### src/rtl/srlo_regs.svh
`ifndef SRLO_REGS_SVH
`define SRLO_REGS_SVH
// Opcode pattern for the rotate-right-through-carry instruction
`define SRLO_OPC_MASK 12'hFC0
`define SRLO_OPC_MATCH 12'h300
`define SRLO_DEST_BIT 5
`define SRLO_ADDR_MSB 4
`define SRLO_ACC_RESET 8'h00
`define SRLO_CARRY_RESET 1'b0
`endif

### src/rtl/srlo_pkg.sv
package srlo_pkg;
	typedef logic [7:0] srlo_byte_t;
	typedef logic [4:0] srlo_addr_t;
	typedef logic [11:0] srlo_word_t;
endpackage

### src/rtl/srlo_shift_right_link_op.sv
// Behaviour
// - Rotate right: carry into bit 7, bit 0 out
// - Destination 0: result to accumulator only
// - Destination 1: result back to location
// - Decode 0011 00df ffff, d bit 5
`timescale 1ns/1ps
`include "srlo_regs.svh"
module srlo_shift_right_link_op (
	input wire logic mclk_in,
	input wire logic arst_n_in,
	input wire logic clk_en_in,
	input wire logic instr_valid_in,
	input wire srlo_pkg::srlo_word_t instr_in,
	input wire srlo_pkg::srlo_byte_t mem_rdata_in,
	output srlo_pkg::srlo_addr_t mem_addr_out,
	output logic mem_we_out,
	output srlo_pkg::srlo_byte_t mem_wdata_out,
	output srlo_pkg::srlo_byte_t acc_out,
	output logic carry_out,
	output logic done_out
);
	////////////////////////////////////////////////////////////////
	// Decode and datapath
	logic hit;
	logic dest;
	srlo_pkg::srlo_byte_t result;
	logic carry_q;
	srlo_pkg::srlo_byte_t acc_q;
	assign hit = instr_valid_in && ((instr_in & `SRLO_OPC_MASK) == `SRLO_OPC_MATCH);
	assign dest = instr_in[`SRLO_DEST_BIT];
	genvar gi;
	generate
		for (gi = 0; gi < 7; gi++) begin : g_rot
			assign result[gi] = mem_rdata_in[gi + 1];
		end
	endgenerate
	assign result[7] = carry_q;

	// Location address is combinational so the read completes in-cycle
	assign mem_addr_out = instr_in[`SRLO_ADDR_MSB:0];

	////////////////////////////////////////////////////////////////
	// Carry flag
	always_ff @(posedge mclk_in or negedge arst_n_in) begin
		if (!arst_n_in) begin
			carry_q <= `SRLO_CARRY_RESET;
		end else if (clk_en_in && hit) begin
			carry_q <= mem_rdata_in[0];
		end
	end
	assign carry_out = carry_q;

	////////////////////////////////////////////////////////////////
	// Accumulator
	always_ff @(posedge mclk_in or negedge arst_n_in) begin
		if (!arst_n_in) begin
			acc_q <= `SRLO_ACC_RESET;
		end else if (clk_en_in && hit && !dest) begin
			acc_q <= result;
		end
	end
	assign acc_out = acc_q;

	////////////////////////////////////////////////////////////////
	// Write-back strobe, combinational so it lands in the same cycle
	assign mem_we_out = clk_en_in && hit && dest;
	assign mem_wdata_out = result;

	always_ff @(posedge mclk_in or negedge arst_n_in) begin
		if (!arst_n_in) begin
			done_out <= 1'b0;
		end else if (clk_en_in) begin
			done_out <= hit;
		end
	end
endmodule

### config.mk
export PLATFORM = sky130hd
export DESIGN_NAME = srlo_shift_right_link_op
export DESIGN_NICKNAME = d
export VERILOG_FILES = /design/src/rtl/srlo_pkg.sv /design/src/rtl/srlo_shift_right_link_op.sv
export VERILOG_INCLUDE_DIRS = /design/src /design/src/rtl
export SDC_FILE = /design/constraint.sdc
export NUM_CORES = 1
export LEC_CHECK = 0
export BUFFER_PORTS_ARGS = -buffer_cell sky130_fd_sc_hd__buf_2
export CAP_MARGIN = 20
export CORE_MARGIN = 4
export CORE_UTILIZATION = 34
export CTS_CLUSTER_SIZE = 40
export DETAILED_ROUTE_END_ITERATION = 8
export PLACE_DENSITY = 0.85
export SETUP_SLACK_MARGIN = 0.05
export SYNTH_ARGS = -nofsm -noshare
export SYNTH_HDL_FRONTEND = slang
export SYNTH_SLANG_ARGS = --single-unit
### constraint.sdc
create_clock -name mclk_in -period 1.9 [get_ports mclk_in]
set_clock_uncertainty 0.2 [all_clocks]
set_input_delay 0.38 -clock mclk_in [delete_from_list [all_inputs] [get_ports mclk_in]]
set_output_delay 0.38 -clock mclk_in [all_outputs]
set_load 0.1 [all_outputs]
==> results of run 1 <==
how the worst max path moves through the flow:
stage,start,end,slack [ns],depth (start not counted)
after floorplan,instr_in[7],mem_we_out,-0.06,3
after global placement,instr_in[7],mem_we_out,-0.15,5
after detailed placement,instr_in[7],mem_we_out,-0.17,5
after CTS,instr_in[10],mem_we_out,-0.16,5
after global routing,instr_in[10],mem_we_out,-0.18,5
final,instr_in[10],mem_we_out,-0.16,5
critical path, delay by kind of cell:
kind	cells	cell delay, ns
buffers and inverters	2	0.25
AND/OR/NAND/NOR	3	0.85
state kept, by name, indices dropped and copies added (netlist names):
signal     flops
carry_out      1
acc_out        8
done_out       1
metal layers:
layer | part of all wire (%) | vias up | global-route usage, %
met2 | 59 | 20 | 25.27
met4 | 0 | 0 | 5.114
met5 | 0 | - | 0
met3 | 10 | 0 | 7.422
li1 | - | 185 | -
met1 | 31 | 186 | 9.398
report_power, final:
part | internal, mW | total (mW) | switching, mW
registers | 0.222 | 0.227 | 0.00476
clock network | 0.116 | 0.185 | 0.0689
logic | 0.0373 | 0.201 | 0.164
cell families (layout without fill, tap and decap cells):
group | Yosys count | count (layout) | synth area share, %
buffers and inverters | 14 | 46 | 20.15
multiplexers | 9 | 9 | 20.15
AND/OR/NAND/NOR | 5 | 5 | 8.708
AO/OA/AOI/OAI | 1 | 1 | 1.245
flip-flops | 10 | 10 | 49.75
placed cells by master (no fill, tap or decap), types with 2 or more instances in the layout:
| cell type | instances |
|---|---|
| mux2_4 | 2 |
| mux2_2 | 7 |
| dfrtp_1 | 9 |
| clkbuf_4 | 3 |
| buf_2 | 35 |
| buf_4 | 3 |
per-stage QoR:
stage	hold WS [ns]	cells	utilization (%)	power (mW)
2_1_floorplan	-0.1156	39	-	0.4470
4_1_cts	0.1248	86	53.20	0.6255
6_report	0.1338	86	53.20	0.6131
3_3_place_gp	0.04800	81	49.30	0.4273
5_1_grt	0.1366	86	53.20	0.6470
3_5_place_dp	0.05447	81	49.30	0.4305
cell type report:
cell class | instances | share of cell area (%)
flip-flops and latches | 10 | 35.02
repair buffers | 41 | 33.28
multi-input cells | 15 | 23.52
clock buffers | 4 | 5.052
well taps | 15 | 2.613
inverters | 1 | 0.5226
what timing repair did:
item / in CTS / in global routing
setup endpoints to repair: 1 / 1
hold buffers: 1 / 0
hold endpoints to repair: 10 / 0
pin swaps: 1 / 0
resized for setup: 1 / 0
==> results.md, run 1 <==
- Grt ovf: 0
- GRT Util Overall: approximately an eighth
- Die width: 46.46 um
- Starting DRT DRC Count: 2
- # setup viols final: 1
- Critical Path Source Type: primary input
- Post-synth top area cell: dfrtp_1
- Post-Route WL: roughly 1.1 mm
- Main area contributors after synthesis: dfrtp_1 50%, mux2_2 20%, buf_4 19%, nor3_4 3.2%, or4_4 2.2%
- Reg2reg path depth: 1
- Inserted Clock Buffers: 3
- Post-Syn Nets: 63
- R2R setup slack: around 0.92 ns
- Footprint of the multi-input gates: about 170 um^2
- Register area: 251.5 um^2
- Maximum vdd ir drop: 573.1 uV
- Routed Antenna Nets: 0
- Initial antenna violation count: 0
- CP Class: primary input to primary output
- Post-synth EDFFs: 0
- Period minus WS final: between 2 and 2.5 ns
- Outcome: finished with violations
- Drt pass-1 iters: 2
- N_diodes: 0
- Slew margin rel.: 67.31%
- Synth unique cells: 10
- Hold Path End: done_out
- TritonCTS clock tree: built
- Fin area: 718.2 um^2
- Lkg Pwr: between 0.4 and 0.5 nW
- Ys flop type: dfrtp_1
- Placer's final routability congestion estimate: 0.7592
- Reg2reg start: carry_out
- Hold Vio Cnt, Final: 0
- Failing checks: setup timing
- Vias per inst: ~4.5
- Count leader, synth: buf_4
- Ys Warns: 0
- H-tree depth: 1
- Slowest stage delay, CP: approximately 0.57 ns
- First-pass GRT wire length: approximately 1.8 mm
- TritonCTS Sinks: 10
- Proportion of layout cells with a drive suffix above 1: slightly above 80%
- Min-delay src: clk_en_in
- Largest net degree at the start of global routing: 11
- Ys async rst share: 100.0%
- CP arrival: between 1 and 1.5 ns
- Hold depth: 2
- Die ar.: around 0.0022 mm^2
- WL per Instance: about 13 um
- Final Max Tran Viols: 0
- Mean Syn Cell Area: around 13 um^2
- F_max: 485.7 MHz
- Setup TNS: -0.1587 ns
- Worst-path clk slew: about 0.060 ns
- Top cells by count, synth: 13 x buf_4, 10 x dfrtp_1, 9 x mux2_2
- Synth Instances: 39
- Yosys top cell area share: 49.75%
- RSZ-0062 raised after global routing: true
- Worst-path maximum fanout: 3
- IO Pins: 48
- Post-CTS Repair Setup Buffers: 0
- Initial core utilization: 37.26%
- CTS root buf: clkbuf_4
- Row count: 13
- Vias post-DR: 391
- Reg-to-reg endpoint: acc_out[7]
- CP max-delay cell: or4_4
- Die Ht: 46.46 um
- DP Worst Slack: -0.1706 ns
- Data required, critical path: 1.32 ns
- CTS Buffer Depth: 2
- Final WS setup: -0.1587 ns
- Seq cells post-synth: 10
- DRC: 0
- Clk_lat worst skew: 0.26 ns
- P per Cell Area: 853.6 mW/mm^2
- Final-stage net count: between 90 and 100
- Worst hold path type: primary input to flop
- Worst path cell trace: buf_6 > or4_4 > nor2_4 > and2_4 > buf_12
- Setup crit end kind: primary output
- Worst-Margin Slew: around 0.49 ns
- Fillcell total: approximately 120
- Part of the cycle the worst path needs: 108.4%
- Sequential element share of the synthesized area: 49.75%
- Cell area after synthesis: 503.0 um^2
- Vias in the first global route: ~400
- IO Port Bufs: 37
- Max-Cap Viols: 0
- Core area: between 0.001 and 0.0015 mm^2
- Synth-to-Final Area Change: 42.79%
- Placed cell areas: 665.6 um^2
Note: power is estimated with default switching activity, not from simulation.
==> inputs of run 2 (changes only) <==
Settings changed: CORE_UTILIZATION 34 to 31, PLACE_DENSITY 0.85 to 0.82.
Clock period 1.9 ns to 1.8 ns, I/O delays scaled along.
==> run 2 against run 1 <==
Net effect: highest routed layer unchanged; non-clock buffer count is 1 higher; critical path type unchanged; combinational power is 5% higher; critical endpoint unchanged; the flow still finishes with violations (setup timing); final cell count is 2.3% higher; sequential share of layout area shrank 0.60 points.
==> results.md, run 2 (same netlist as run 1, synthesis figures left out) <==
- Vias in the first global route: 368
- CTS root buf: clkbuf_4
- Vias post-DR: approximately 390
- Part of the cycle the worst path needs: 110.0%
- Inserted Clock Buffers: 3
- TritonCTS clock tree: built
- Vias per inst: 4.409
- Final WS setup: -0.1802 ns
- Lkg Pwr: 0.4187 nW
- Max reg flops: 8
- Max-Cap Viols: 0
- F_max: 505.0 MHz
- Dpl hpwl: 903.4 um
- First-pass GRT wire length: roughly 1.7 mm
- RSZ-0062 raised after global routing: true
- Worst hold path type: primary input to flop
- Proportion of layout cells with a drive suffix above 1: 81.94%
- Worst-path maximum fanout: 2
- Core area: between 0.0015 and 0.002 mm^2
- Die ar.: between 0.002 and 0.0025 mm^2
- Commonest cells after routing, fill and taps aside: 35 x buf_2, 9 x dfrtp_1, 8 x mux2_2
- Final-stage net count: a little under 100
- Maximum vdd ir drop: around 450 uV
- WL per Instance: about 13 um
- Placer's final routability congestion estimate: between 0.7 and 0.8
- Die Ht: between 40 and 50 um
- Largest net degree at the start of global routing: 11
- Post-Route WL: ~1.1 mm
- N_diodes: 0
- H-tree depth: 1
- Most common cell after layout, fill and taps aside: buf_2
- Fillcell total: between 100 and 150
- Routed Antenna Nets: 0
- Row count: 14
- Drt pass-1 iters: 2
- P per Cell Area: 891.8 mW/mm^2
- Final Max Tran Viols: 0
- DP Worst Slack: -0.2222 ns
- Hold Vio Cnt, Final: 0
- Starting DRT DRC Count: 1
- Initial antenna violation count: 0
- Grt ovf: 0
- CTS Buffer Depth: 2
- GRT Util Overall: about a tenth
- Initial core utilization: between 30% and 40%
- IO Port Bufs: 37
- Worst-path clk slew: approximately 0.07 ns
- Data required, critical path: between 1 and 1.5 ns
- Clk_lat worst skew: ~0.26 ns
- IO Pins: 48
- Final core occ: roughly 48%
- Synth-to-Final Area Change: 45.27%
- Setup crit end kind: primary output
- DRC: 0
- Slew margin rel.: approximately two thirds
- TritonCTS Sinks: 10
- R2R setup slack: 0.81 ns
- Outcome: finished with violations
- Die width: roughly 48 um
- Failing checks: setup timing
- Critical Path Source Type: primary input
- Period minus WS final: 1.980 ns
- # setup viols final: 9
- Worst-Margin Slew: ~0.5 ns
- Pwr Total: ~650 uW
- CP Class: primary input to primary output
- Hold_ws: approximately 0.11 ns
- CP arrival: between 1 and 1.5 ns
## run 2: changes by cell type in the layout (fill, tap and decap cells not counted)
cell and delta:
mux2_4 -1, buf_4 -1, buf_6 +2, mux2_2 +1
## run 2: area by class of cell
type | count | area [um^2] | share of cell area, %
repair buffers | 42 | 254.0 | 34.76
clock buffers | 4 | 36.28 | 4.966
multi-input cells | 15 | 165.2 | 22.60
flip-flops and latches | 10 | 251.5 | 34.42
inverters | 1 | 3.754 | 0.5137
well taps | 16 | 20.02 | 2.740
## run 2: path summary, 6_finish.rpt
path,end,cells after the start,from
max,mem_we_out,5,instr_in[10]
min,done_out,2,clk_en_in
max reg2reg,carry_out,1,carry_out
min reg2reg,acc_out[2],1,acc_out[2]
max in group asynchronous,carry_out,2,arst_n_in
min in group asynchronous,done_out,2,arst_n_in
## run 2: what timing repair did
item / in CTS / in global routing
setup endpoints to repair: 1 / 9
hold endpoints to repair: 10 / 0
resized for setup: 1 / 2
hold buffers: 1 / 0
setup buffers: 1 / 0
pin swaps: 1 / 1
## run 2: report_power, final
| group | total (mW) | switching [mW] | leakage, nW | internal [mW] |
|---|---|---|---|---|
| combinational | 0.212 | 0.172 | 0.261 | 0.0395 |
| sequential | 0.239 | 0.00486 | 0.136 | 0.234 |
| clock | 0.200 | 0.0780 | 0.0210 | 0.123 |
| total | 0.652 | 0.255 | 0.419 | 0.396 |
## run 2: metrics by stage
step	area, um^2	TNS, ns	cells
floorplan	518.0	-0.9329	39
global placement	663.1	-1.811	82
detailed placement	663.1	-1.877	82
CTS	723.2	-0.3646	88
global route	730.7	-1.200	88
finish	730.7	-0.9036	88
## run 2: critical path, stage by stage
cell and delay (ns):
buf_6 0.09, or4_4 0.55, nor2_4 0.10, and2_4 0.16, buf_12 0.16
## run 2: per-layer routing
layer | wire [um] | part of all wire [%] | up-vias | track usage [%]
met2 | 589 | 53 | 19 | 17.71
li1 | - | - | 188 | -
met4 | 0 | 0 | 0 | 3.226
met3 | 99 | 8.9 | 0 | 2.214
met5 | 0 | 0 | - | 0
met1 | 424 | 38 | 181 | 12.75
